### config.mk
export PLATFORM = sky130hd
export DESIGN_NAME = trr_reader
export DESIGN_NICKNAME = d
export VERILOG_FILES = /design/src/design/trr_pkg.sv /design/src/design/trr_reader.sv
export VERILOG_INCLUDE_DIRS = /design/src /design/src/design
export SDC_FILE = /design/constraint.sdc
export NUM_CORES = 1
export LEC_CHECK = 0
export ABC_AREA = 0
export BUFFER_PORTS_ARGS = -buffer_cell sky130_fd_sc_hd__buf_2
export CORE_MARGIN = 2
export CORE_UTILIZATION = 55
export CTS_CLUSTER_DIAMETER = 80
export DETAILED_ROUTE_END_ITERATION = 10
export HOLD_SLACK_MARGIN = 0.06
export PLACE_DENSITY_LB_ADDON = 0.08
export SYNTH_ARGS = -nofsm -noshare
export SYNTH_HDL_FRONTEND = slang
export SYNTH_SLANG_ARGS = --single-unit
### constraint.sdc
create_clock -name core_clk_in -period 2.6 [get_ports core_clk_in]
set_input_delay 0.52 -clock core_clk_in [delete_from_list [all_inputs] [get_ports core_clk_in]]
set_output_delay 0.52 -clock core_clk_in [all_outputs]
set_load 0.02 [all_outputs]
### src/design/trr_consts.svh
`ifndef TRR_CONSTS_SVH
`define TRR_CONSTS_SVH
// Clock rate in kHz (250 MHz)
`define TRR_CLK_KHZ        250000
// Stop settle time in microseconds
`define TRR_STOP_US        1000
// Pinch roller operate time in microseconds
`define TRR_PINCH_US       3000
// Least run pulse width in nanoseconds
`define TRR_RUN_MIN_NS     5000
// Cycles derived from the times above
`define TRR_STOP_CYC       ((`TRR_STOP_US * `TRR_CLK_KHZ) / 1000)
`define TRR_PINCH_CYC      ((`TRR_PINCH_US * `TRR_CLK_KHZ) / 1000)
`define TRR_RUN_MIN_CYC    ((`TRR_RUN_MIN_NS * `TRR_CLK_KHZ + 999999) / 1000000)
// Standard slew speed codes, characters per second
`define TRR_SPEED_100      2'h0
`define TRR_SPEED_200      2'h1
`define TRR_SPEED_300      2'h2
`define TRR_CPS_100        100
`define TRR_CPS_200        200
`define TRR_CPS_300        300
// Channel count limits
`define TRR_MIN_CHAN       5
`define TRR_MAX_CHAN       8
`endif

### src/design/trr_pkg.sv
`default_nettype none
package trr_pkg;
   typedef enum logic [1:0] {
      TRR_STOPPED,
      TRR_STARTING,
      TRR_SLEWING,
      TRR_BRAKING
   } trr_state_t;
endpackage
`default_nettype wire

### src/design/trr_reader.sv
// Summary of operation
// - One input line carries run and stop levels
// - External mode slews while run held high
// - Self stop halts on next sprocket after run
// - Each run pulse steps exactly one character
// - Data outputs gated by sprocket or ungated
// - One direction, slew at 100/200/300 cps
// - Stop settles in about one millisecond
// - First character after pinch time plus character
// - Five to eight channels, hole versus no hole
// - Run present at self stop keeps slewing
`timescale 1ns/1ps
`default_nettype none
`include "trr_consts.svh"

module trr_reader #(
   parameter int unsigned CHANNELS  = `TRR_MAX_CHAN,
   parameter int unsigned STOP_CYC  = `TRR_STOP_CYC,
   parameter int unsigned PINCH_CYC = `TRR_PINCH_CYC,
   parameter int unsigned CLK_HZ    = `TRR_CLK_KHZ * 1000
) (
   input  wire logic                core_clk_in,
   input  wire logic                nrst_in,
   input  wire logic                run_stop_in,
   input  wire logic                self_stop_in,
   input  wire logic                gated_in,
   input  wire logic [1:0]          speed_in,
   input  wire logic [CHANNELS-1:0] head_chan_in,
   input  wire logic                head_sprocket_in,
   output logic                     tape_moving_out,
   output logic                     pinch_out,
   output logic                     brake_out,
   output logic [CHANNELS-1:0]      data_out,
   output logic                     sprocket_pulse_out
);
   localparam int unsigned CW = 32;

   // -----------------------------------------------------------------
   // Input synchronisers
   // -----------------------------------------------------------------
   logic [CHANNELS+2:0] s1_q, s2_q, s1_d, s2_d;
   logic                run_s, spr_s;
   logic [CHANNELS-1:0] chan_s;

   // Two stages; only the second stage is read by logic
   always_comb begin
      s1_d = {run_stop_in, head_sprocket_in, 1'b0, head_chan_in};
      s2_d = s1_q;
   end
   always_ff @(posedge core_clk_in) begin
      if (!nrst_in) begin
         s1_q <= '0;
         s2_q <= '0;
      end else begin
         s1_q <= s1_d;
         s2_q <= s2_d;
      end
   end
   assign run_s  = s2_q[CHANNELS+2];
   assign spr_s  = s2_q[CHANNELS+1];
   assign chan_s = s2_q[CHANNELS-1:0];

   // -----------------------------------------------------------------
   // Run and sprocket edge history
   // -----------------------------------------------------------------
   logic run_prev_q, run_prev_d, spr_prev_q, spr_prev_d;
   logic run_rise, spr_rise;
   always_comb begin
      run_prev_d = run_s;
      spr_prev_d = spr_s;
   end
   always_ff @(posedge core_clk_in) begin
      if (!nrst_in) begin
         run_prev_q <= 1'b0;
         spr_prev_q <= 1'b0;
      end else begin
         run_prev_q <= run_prev_d;
         spr_prev_q <= spr_prev_d;
      end
   end
   assign run_rise = run_s & ~run_prev_q;
   assign spr_rise = spr_s & ~spr_prev_q;

   // -----------------------------------------------------------------
   // Character time per standard speed
   // -----------------------------------------------------------------
   logic [CW-1:0] char_cyc;
   always_comb begin
      unique case (speed_in)
         `TRR_SPEED_100: char_cyc = CW'(CLK_HZ / `TRR_CPS_100);
         `TRR_SPEED_200: char_cyc = CW'(CLK_HZ / `TRR_CPS_200);
         default:        char_cyc = CW'(CLK_HZ / `TRR_CPS_300);
      endcase
   end

   // -----------------------------------------------------------------
   // Transport state machine
   // -----------------------------------------------------------------
   trr_pkg::trr_state_t st_q, st_d;
   logic [CW-1:0]       cnt_q, cnt_d;
   logic                pend_q, pend_d;  // Stop armed by a run pulse
   logic                want_stop;

   // Self stop on sprocket unless run is still present; external
   // mode stops on the stop level alone.
   always_comb begin
      if (self_stop_in)
         want_stop = spr_rise & ~run_s & pend_q;
      else
         want_stop = ~run_s;
   end

   always_comb begin
      st_d   = st_q;
      cnt_d  = cnt_q;
      pend_d = pend_q;
      if (run_rise || (run_s && st_q != trr_pkg::TRR_STOPPED))
         pend_d = 1'b1;
      unique case (st_q)
         trr_pkg::TRR_STOPPED: begin
            if (run_s) begin
               st_d  = trr_pkg::TRR_STARTING;
               cnt_d = CW'(PINCH_CYC) + char_cyc;
            end
         end
         trr_pkg::TRR_STARTING, trr_pkg::TRR_SLEWING: begin
            if (st_q == trr_pkg::TRR_STARTING) begin
               if (cnt_q != '0)
                  cnt_d = cnt_q - CW'(1);
               else
                  st_d = trr_pkg::TRR_SLEWING;
            end
            if (want_stop) begin
               st_d   = trr_pkg::TRR_BRAKING;
               cnt_d  = CW'(STOP_CYC);
               pend_d = 1'b0;
            end
         end
         trr_pkg::TRR_BRAKING: begin
            if (cnt_q != '0)
               cnt_d = cnt_q - CW'(1);
            else
               st_d = trr_pkg::TRR_STOPPED;
         end
      endcase
   end
   always_ff @(posedge core_clk_in) begin
      if (!nrst_in) begin
         st_q   <= trr_pkg::TRR_STOPPED;
         cnt_q  <= '0;
         pend_q <= 1'b0;
      end else begin
         st_q   <= st_d;
         cnt_q  <= cnt_d;
         pend_q <= pend_d;
      end
   end

   // -----------------------------------------------------------------
   // Registered outputs
   // -----------------------------------------------------------------
   logic                mov_d, pin_d, brk_d, sp_d;
   logic [CHANNELS-1:0] dat_d;
   // Tape only ever runs forward, so there is no direction output
   always_comb begin
      pin_d = (st_d == trr_pkg::TRR_STARTING) ||
              (st_d == trr_pkg::TRR_SLEWING);
      brk_d = ~pin_d;
      mov_d = pin_d || (st_d == trr_pkg::TRR_BRAKING);
      sp_d  = spr_s;
      // Gated mode hides data outside the sprocket window
      dat_d = (gated_in && !spr_s) ? '0 : chan_s;
   end
   always_ff @(posedge core_clk_in) begin
      if (!nrst_in) begin
         tape_moving_out    <= 1'b0;
         pinch_out          <= 1'b0;
         brake_out          <= 1'b1;
         sprocket_pulse_out <= 1'b0;
         data_out           <= '0;
      end else begin
         tape_moving_out    <= mov_d;
         pinch_out          <= pin_d;
         brake_out          <= brk_d;
         sprocket_pulse_out <= sp_d;
         data_out           <= dat_d;
      end
   end
endmodule
`default_nettype wire

==> results of run 1 <==
## stage by stage
stage	hold WS (ns)	instance area, sq um	setup WS [ns]	instances
6_report	0.3708	3970	0.09486	533
3_3_place_gp	0.4072	3754	0.1806	517
5_1_grt	0.3569	3970	-0.0005211	533
4_1_cts	0.3572	3959	0.1190	533
3_5_place_dp	0.4122	3754	0.1389	517
2_1_floorplan	0.4057	3393	0.1498	407
## routing by layer
layer | routed length (microns) | global-route usage | share of wire
met2 | 3774 | 0.4073 | 0.45
met4 | 180 | 0.09344 | 0.021
met1 | 3990 | 0.3831 | 0.47
met3 | 526 | 0.05978 | 0.062
met5 | 0 | 0 | 0
## placed cells by master, fill, tap and decap left out, types with 3 or more instances in the layout
cell type  netlist  routed
or2_2            4       4
and2_1          31      31
o211ai_1         5       5
a21oi_1         28      28
dfxtp_1         68      68
nor4_1          10      10
nor3_1          15      15
buf_2            1      27
nand2_1         35      35
inv_6            0       3
a311oi_1         4       4
or3_1            3       3
xor2_1           3       3
nor3b_1          3       3
o21ai_0         20      20
a31oi_1         11      11
inv_1           10      10
nand2b_1         5       5
o31ai_1          7       6
clkbuf_8         0       9
o22ai_1          4       4
or4_1            7       7
buf_4            0      26
nand3_1         15      15
ha_1             9       8
nand4_1          8       8
a32oi_1          3       3
o31a_1           3       3
nor2_1          36      36
## worst max-delay path: cells and delay by family (launching register included)
kind	cells	cell delay, ns
AND/OR/NAND/NOR	4	1.33
buffers and inverters	1	0.04
AO/OA/AOI/OAI	2	0.39
flip-flops	1	0.38
adder cells (fa/ha/maj)	1	0.27
## sequential cells by signal, summed over array words and instances (netlist names)
register / flops
s1_q: 10
brake_out: 1
pinch_out: 1
tape_moving_out: 1
run_prev_q: 1
pend_q: 1
cnt_q: 32
s2_q: 10
sprocket_pulse_out: 1
st_q: 2
data_out: 8
## path summary, 6_finish.rpt
| kind | cells after the start | slack (ns) | from | end |
|---|---|---|---|---|
| worst min-delay path | 2 | 0.37 | head_chan_in[6] | s1_q[6] |
| worst max-delay path | 8 | 0.09 | cnt_q[7] | pinch_out |
| worst max register to register | 8 | 0.09 | cnt_q[7] | pinch_out |
| worst min register to register | 1 | 0.43 | s1_q[4] | s2_q[4] |
## cell families after synthesis
kind of cell | count (synthesis)
adders and majority gates | 9
buffers and inverters | 28
DFF | 68
xor gates and xnor gates | 3
muxes | 1
AOI/OAI and AO/OA | 109
and+or+nand+nor | 189
## final cells by class
class	count	area (sq um)	area share
tap	75	93.84	0.02364
inverter	10	37.54	0.009455
sequential	68	1361	0.3429
multi-input combinational	311	1942	0.4891
clock inverter	7	81.33	0.02049
timing repair buffer	53	330.3	0.08320
clock buffer	9	123.9	0.03120
## power groups by stage
| stage | Sequential, mW | Clock [mW] | Combinational [mW] |
|---|---|---|---|
| CTS | 1.28 | 0.928 | 2.22 |
| detailed placement | 1.30 | 0 | 2.21 |
| finish | 1.28 | 0.911 | 2.29 |
| floorplan | 1.29 | 0 | 1.49 |
| global route | 1.30 | 0.981 | 2.51 |
| global placement | 1.30 | 0 | 2.21 |
==> impl_metrics.toml, run 1 <==
[clocking]
cts_made_buffers = 9
cts_tree = "done"
cts_sinks = 68
cts_resized = 0
postCtsHoldBufs = 0
root_buffer = "clkbuf_8"
htree_levels = 3
cts_buffer_depth = 2
cts_setup_buffers = 0
path_clk_slew_ns = 0.08
insertion_delay_ns = 0.35

[critical_path]
worst_setup_path_end_kind = "register"
critPathMaxStageDelay_ns = 0.57
worstSetupPathType = "reg -> reg"
path_max_fanout = 6
critPathArrivalTime_ns = 2.75
worstPathCellList = "or4_4, or2_2, nor4_4, a31oi_1, o22ai_1, ha_1, nand2_1, inv_1"
crit_slowest_cell = "or4_4"
crit_path_start_kind = "register"
required_ns = 2.85

[logic_synthesis]
avgSynthCellArea_sq_um = 8.337
synth_top_family_by_area = "simple AND/OR/NAND/NOR gates"
synth-xor-area-share = 0.007743
synthTopCellsByArea = "dfxtp_1 40%, and2_1 5.7%, a21oi_1 4.1%, nor2_1 4.0%, nand2_1 3.9%"
netlist.area_leader.share = 0.4012
synth_cells = 407
synth_most_common_cell = "dfxtp_1"
yosysWarnings = 0
ys_types = 60
synth_compound_area_frac = 0.2157
synth_edf_count = 0
synthMuxAreaShare = 0.002950
seq_area_frac_synth = 0.4012
syn_area_sq_mm = 0.003393
synth_commonest_cells = "68 x dfxtp_1, 36 x nor2_1, 35 x nand2_1, 31 x and2_1, 28 x a21oi_1"
synth_nets = 432
async_flop_share = 0
synth_largest_area_cell = "dfxtp_1"
ys_ff_latch = 68
yosys.area_share.simple = 0.3079
synthAdderAreaFrac = 0.03319
synth-main-ff-cell = "dfxtp_1"

[power_and_ir_drop]
power_leakage_nw = 1.639
power_mw = 4.490
p_int_mw = 2.521
net-switching-power_mw = 1.969
pwr-share-seq = 0.286
sw_frac_of_total = 0.4384
ir_drop_mv = 0.6080
pwr-share-comb = 0.511
clkPwrFrac = 0.203
pwr_density_cell_mw_per_mm2 = 1131

[timing]
rsz0062_at_grt = "true"
fin_crit_sh = 0.9635
hold_violations = 0
fmax_mhz = 399.2
fin_crit_ns = 2.505
finClkSkew_ns = 0.007770
finalSetupViolCount = 0
drv_slew = 0
tightest_slew_ns = 0.6884
relSlewSlack = 0.5401
fin_setup_tns_ns = 0

[global_routing]
gr-total-overflow = 0
antenna_found_initial = 0
grt_max_degree = 36
grt_pass1_vias = 2898
grt_pass1_wl_microns = 13990
grtUsageTotal = 0.2713

[layout]
drive_gt1_frac = 0.1856
antenna_cells = 0
postLayoutCoreUtil = 0.6666
syn_to_final_growth_pct = 17.00
nets = 478
fill_cells = 529

[floorplanning]
dieArea_sq_mm = 0.006814
die_y_microns = 82.55
core_area_sq_mm = 0.005956
start_util = 0.5697
die_x_microns = 82.55
row_count = 28
io_pins = 28

[detailed_routing]
first_pass_iters = 5
wire_per_inst_microns = 15.89
vias = 3246
totalWireLength_microns = 8472
drc = 0
ant_nets = 0
viasPerCell = 6.090
drt-initial-drc-count = 267

[run_status]
status = "completed"

[hold_path]
hold_class = "in -> reg"

[placed_design]
portBuffers = 27
place_hpwl_microns = 6149
gp_congestion = 0.9608

[job]
drv_cap = 0
Note: power is estimated with default switching activity, not from simulation.
==> run 2: changes to the inputs <==
--- a/config.mk
+++ b/config.mk
@@ -14,6 +14,7 @@
 export DETAILED_ROUTE_END_ITERATION = 10
 export HOLD_SLACK_MARGIN = 0.06
 export PLACE_DENSITY_LB_ADDON = 0.08
+export RECOVER_POWER = 100
 export SYNTH_ARGS = -nofsm -noshare
 export SYNTH_HDL_FRONTEND = slang
 export SYNTH_SLANG_ARGS = --single-unit
==> impl_metrics.toml, run 2 (synthesis results as in run 1) <==
[job]
drv_cap = 0

[floorplanning]
start_util = 0.5697
core_area_sq_mm = 0.005956
io_pins = 28
dieArea_sq_mm = 0.006814
die_x_microns = 82.55
row_count = 28
die_y_microns = 82.55

[detailed_routing]
first_pass_iters = 6
drt-initial-drc-count = 307
wire_per_inst_microns = 15.87
vias = 3251
totalWireLength_microns = 8457
ant_nets = 0
drc = 0
viasPerCell = 6.099

[critical_path]
critPathArrivalTime_ns = 2.74
crit_path_start_kind = "register"
required_ns = 2.83
path_max_fanout = 6
worst_setup_path_end_kind = "register"
worstSetupPathType = "reg -> reg"

[power_and_ir_drop]
net-switching-power_mw = 1.965
pwr-share-comb = 0.505
sw_frac_of_total = 0.4427
p_int_mw = 2.474
pwr-share-seq = 0.289
ir_drop_mv = 0.6079
power_leakage_nw = 1.573
pwr_density_cell_mw_per_mm2 = 1127
clkPwrFrac = 0.205
power_mw = 4.439

[timing]
finalSetupViolCount = 0
drv_slew = 0
finClkSkew_ns = 0.008909
tightest_slew_ns = 1.051
relSlewSlack = 0.2992
fin_crit_sh = 0.9666
rsz0062_at_grt = "true"
fin_crit_ns = 2.513
fmax_mhz = 397.9
hold_violations = 0

[layout]
regMostFlops = "cnt_q"
largest_reg_flops = 32
drive_gt1_frac = 0.1507
nets = 478
syn_to_final_growth_pct = 16.04
mostFrequentLayoutCells = "68 x dfxtp_1, 36 x nor2_1, 35 x nand2_1, 28 x a21oi_1, 24 x and2_1"
antenna_cells = 0
final_common_cell = "dfxtp_1"
postLayoutCoreUtil = 0.6611
reg_top3 = "cnt_q: 32 flops, s1_q: 10 flops, s2_q: 10 flops"

[global_routing]
grt_max_degree = 36
antenna_found_initial = 0
grtUsageTotal = 0.2713
grt_use_met3 = 0.05978
gr-total-overflow = 0
grtUsageMet1 = 0.3831
busiest_layer = "met2"
grt_pass1_vias = 2898
grt_pass1_wl_microns = 13990
grtUsageMet2 = 0.4073

[clocking]
htree_levels = 3
cts_buffer_depth = 2
cts_tree = "done"
insertion_delay_ns = 0.35
cts_sinks = 68
postCtsHoldBufs = 0
cts_made_buffers = 9
path_clk_slew_ns = 0.08
root_buffer = "clkbuf_8"

[placed_design]
gp_congestion = 0.9608
portBuffers = 27
place_hpwl_microns = 6149

[run_status]
status = "completed"

[hold_path]
hold_class = "in -> reg"
-- run 2: cell types whose count changed in the layout (fill, tap and decap cells not counted), sizes merged --
cell | before | now
buf | 53 | 36
clkbuf | 9 | 26
-- run 2: final cells by class --
cell class                 instances  area, sq um
clock buffer                       9        123.9
clock inverter                     7        81.33
fill                             539         2018
inverter                          10        37.54
multi-input combinational        311         1938
sequential                        68         1361
tap                               75        93.84
timing repair buffer              53        301.5
-- run 2: layer usage --
layer	wire length [microns]	vias up	share of wire
met4	176	0	0.021
met1	3882	1503	0.46
met2	3771	131	0.45
li1	-	1599	-
met5	0	-	0
met3	626	18	0.074
-- run 2: worst max-delay path, cell delays in order (launching register included) --
cell	delay (ns)
dfxtp_1	0.37
or4_1	0.66
or4_1	0.49
a211oi_2	0.40
nand2_1	0.14
o31ai_1	0.23
a31oi_1	0.11
-- run 2: timing repair --
action | in CTS | in global routing
buffers inserted | 0 | 0
endpoints found under the hold margin | 0 | 0
resized for setup | 0 | 2
setup endpoints to repair | 0 | 2
-- run 2: final timing paths --
| check | startpoint | endpoint | slack (ns) | depth (start not counted) |
|---|---|---|---|---|
| max reg2reg | cnt_q[2] | cnt_q[23] | 0.09 | 6 |
| min | head_chan_in[6] | s1_q[6] | 0.37 | 2 |
| max | cnt_q[2] | cnt_q[23] | 0.09 | 6 |
| min reg2reg | s1_q[4] | s2_q[4] | 0.43 | 1 |
-- run 2: power by group through the flow --
stage,logic [mW],clock network [mW],registers (mW)
2_1_floorplan,1.49,0,1.29
3_3_place_gp,2.21,0,1.30
3_5_place_dp,2.21,0,1.30
4_1_cts,2.22,0.928,1.28
5_1_grt,2.46,0.981,1.30
6_report,2.24,0.911,1.28
-- run 2: stage by stage --
stage | area (sq um) | setup slack [ns] | cells | TNS [ns] | hold WS, ns
detailed placement | 3754 | 0.1389 | 517 | 0 | 0.4122
global placement | 3754 | 0.1806 | 517 | 0 | 0.4072
global route | 3938 | -0.0005211 | 533 | -0.0005211 | 0.3569
floorplan | 3393 | 0.1498 | 407 | 0 | 0.4057
CTS | 3959 | 0.1190 | 533 | 0 | 0.3572
finish | 3938 | 0.08675 | 533 | 0 | 0.3708
==> run 3: changes to the inputs <==
--- a/config.mk
+++ b/config.mk
@@ -8,8 +8,10 @@
 export LEC_CHECK = 0
 export ABC_AREA = 0
 export BUFFER_PORTS_ARGS = -buffer_cell sky130_fd_sc_hd__buf_2
+export CELL_PAD_IN_SITES_DETAIL_PLACEMENT = 2
+export CELL_PAD_IN_SITES_GLOBAL_PLACEMENT = 2
 export CORE_MARGIN = 2
-export CORE_UTILIZATION = 55
+export CORE_UTILIZATION = 36
 export CTS_CLUSTER_DIAMETER = 80
 export DETAILED_ROUTE_END_ITERATION = 10
 export HOLD_SLACK_MARGIN = 0.06
@@ -18,3 +20,4 @@
 export SYNTH_ARGS = -nofsm -noshare
 export SYNTH_HDL_FRONTEND = slang
 export SYNTH_SLANG_ARGS = --single-unit
+export TNS_END_PERCENT = 30
==> impl_metrics.toml, run 3 (synthesis results as in run 1) <==
[timing]
hold_violations = 0
fin_crit_ns = 2.533
tightest_slew_ns = 1.265
fin_crit_sh = 0.9741
fin_ws_ns = 0.06732
drv_slew = 0
whs_ns = 0.3639
fin_setup_tns_ns = 0
relSlewSlack = 0.1568
rsz0062_at_grt = "false"
fmax_mhz = 394.8
finalSetupViolCount = 0
finClkSkew_ns = 0.01204

[layout]
drive_gt1_frac = 0.1734
nets = 487
postLayoutCoreUtil = 0.4411
final_common_cell = "dfxtp_1"
multiInputGateArea_sq_mm = 0.001942
largest_reg_flops = 32
reg_top3 = "cnt_q: 32 flops, s1_q: 10 flops, s2_q: 10 flops"
syn_to_final_growth_pct = 19.54
mostFrequentLayoutCells = "68 x dfxtp_1, 36 x nor2_1, 35 x nand2_1, 32 x buf_4, 28 x a21oi_1"
seq_area_sq_mm = 0.001361
fill_cells = 1063
final_cell_count_no_fill = 578
regMostFlops = "cnt_q"
design_area_sq_mm = 0.004056
antenna_cells = 0

[critical_path]
path_max_fanout = 5
critPathArrivalTime_ns = 2.79
critPathLaunch = "cnt_q[2]"
worstSetupPathType = "reg -> reg"
worst_setup_path_end_kind = "register"
crit_path_start_kind = "register"
worstPathCellList = "buf_4, nor4_1, nand3b_1, nor4_4, a31oi_1, o22ai_1, ha_1, nand2_1, inv_1"
worstRegToRegCells = 9
critPathMaxStageDelay_ns = 0.47
cp-endpoint = "pinch_out"
required_ns = 2.86
r2r_setup_slack_ns = 0.07
crit_slowest_cell = "nor4_1"
rr_endpoint = "pinch_out"
rr_startpoint = "cnt_q[2]"

[power_and_ir_drop]
pwr_density_cell_mw_per_mm2 = 1183
pwr-share-comb = 0.535
net-switching-power_mw = 2.239
p_int_mw = 2.562
clkPwrFrac = 0.197
power_leakage_nw = 1.614
power_mw = 4.801
ir_drop_mv = 0.4015
sw_frac_of_total = 0.4663
pwr-share-seq = 0.268

[job]
drv_cap = 0

[floorplanning]
dieArea_sq_mm = 0.01022
io_pins = 28
die_y_microns = 101.1
row_count = 35
start_util = 0.3690
core_area_sq_mm = 0.009196
die_x_microns = 101.1

[placed_design]
pre_cts_ws_ns = 0.1066
dp.cells = 561
place_hpwl_microns = 9091
portBuffers = 27
gp_congestion = 0.9569
dpl_cell_area_sq_mm = 0.003859

[detailed_routing]
ant_nets = 0
totalWireLength_microns = 12660
first_pass_iters = 4
viasPerCell = 5.917
drt-initial-drc-count = 166
vias = 3420
wire_per_inst_microns = 21.91
drc = 0

[global_routing]
antenna_found_initial = 0
grtUsageTotal = 0.2567
grt_pass1_wl_microns = 19930
gr-total-overflow = 0
grt_pass1_vias = 3664
grt_max_degree = 36

[clocking]
path_clk_slew_ns = 0.09
cts_tree = "done"
cts_buffer_depth = 2
cts_made_buffers = 9
postCtsHoldBufs = 0
cts_sinks = 68
insertion_delay_ns = 0.36
htree_levels = 3
root_buffer = "clkbuf_8"

[hold_path]
hold_class = "in -> reg"

[run_status]
status = "completed"
## run 3: cell count changes in the layout (fill, tap and decap cells not counted), sizes merged
cell / before / now
clkinv: 2 / 1
inv: 13 / 14
clkbuf: 26 / 25
buf: 36 / 46
## run 3: cell type report
| cell class | count | area share |
|---|---|---|
| multi-input combinational | 311 | 0.4787 |
| sequential | 68 | 0.3356 |
| timing repair buffer | 62 | 0.09161 |
| tap | 111 | 0.03424 |
| clock buffer | 9 | 0.03054 |
| clock inverter | 7 | 0.02005 |
| inverter | 10 | 0.009254 |
## run 3: worst min path at each step
stage	start	to	slack [ns]	cells after the start
after floorplan	s2_q[0]	data_out[0]	0.41	1
after global placement	s2_q[2]	data_out[2]	0.41	1
after detailed placement	s2_q[5]	data_out[5]	0.42	1
after CTS	run_stop_in	s1_q[10]	0.35	2
after global routing	head_chan_in[2]	s1_q[2]	0.35	2
final	run_stop_in	s1_q[10]	0.36	2
## run 3: critical path: cells and delay by family (launching register included)
| family | cells | cell delay [ns] |
|---|---|---|
| adders and majority gates | 1 | 0.28 |
| buffers and inverters | 2 | 0.20 |
| AOI/OAI and AO/OA | 2 | 0.41 |
| and+or+nand+nor | 4 | 1.23 |
| DFF | 1 | 0.32 |
## run 3: repair_timing
item	4_1_cts	5_1_grt
pin swaps	0	1
setup endpoints to repair	1	8
resized for setup	1	3
setup buffers	0	1
## run 3: power by group through the flow
stage / Clock, mW / Combinational (mW) / Sequential, mW
final: 0.947 / 2.57 / 1.29
after global routing: 1.01 / 2.78 / 1.30
after CTS: 0.963 / 2.53 / 1.28
after detailed placement: 0 / 2.46 / 1.30
after global placement: 0 / 2.41 / 1.29
after floorplan: 0 / 1.49 / 1.29
## run 3: layer usage
metal	vias up	wire length (microns)	global-route usage
li1	1617	-	-
met1	1723	6013	0.3543
met2	64	6054	0.4177
met3	16	417	0.03537
met4	0	178	0.07277
met5	-	0	0
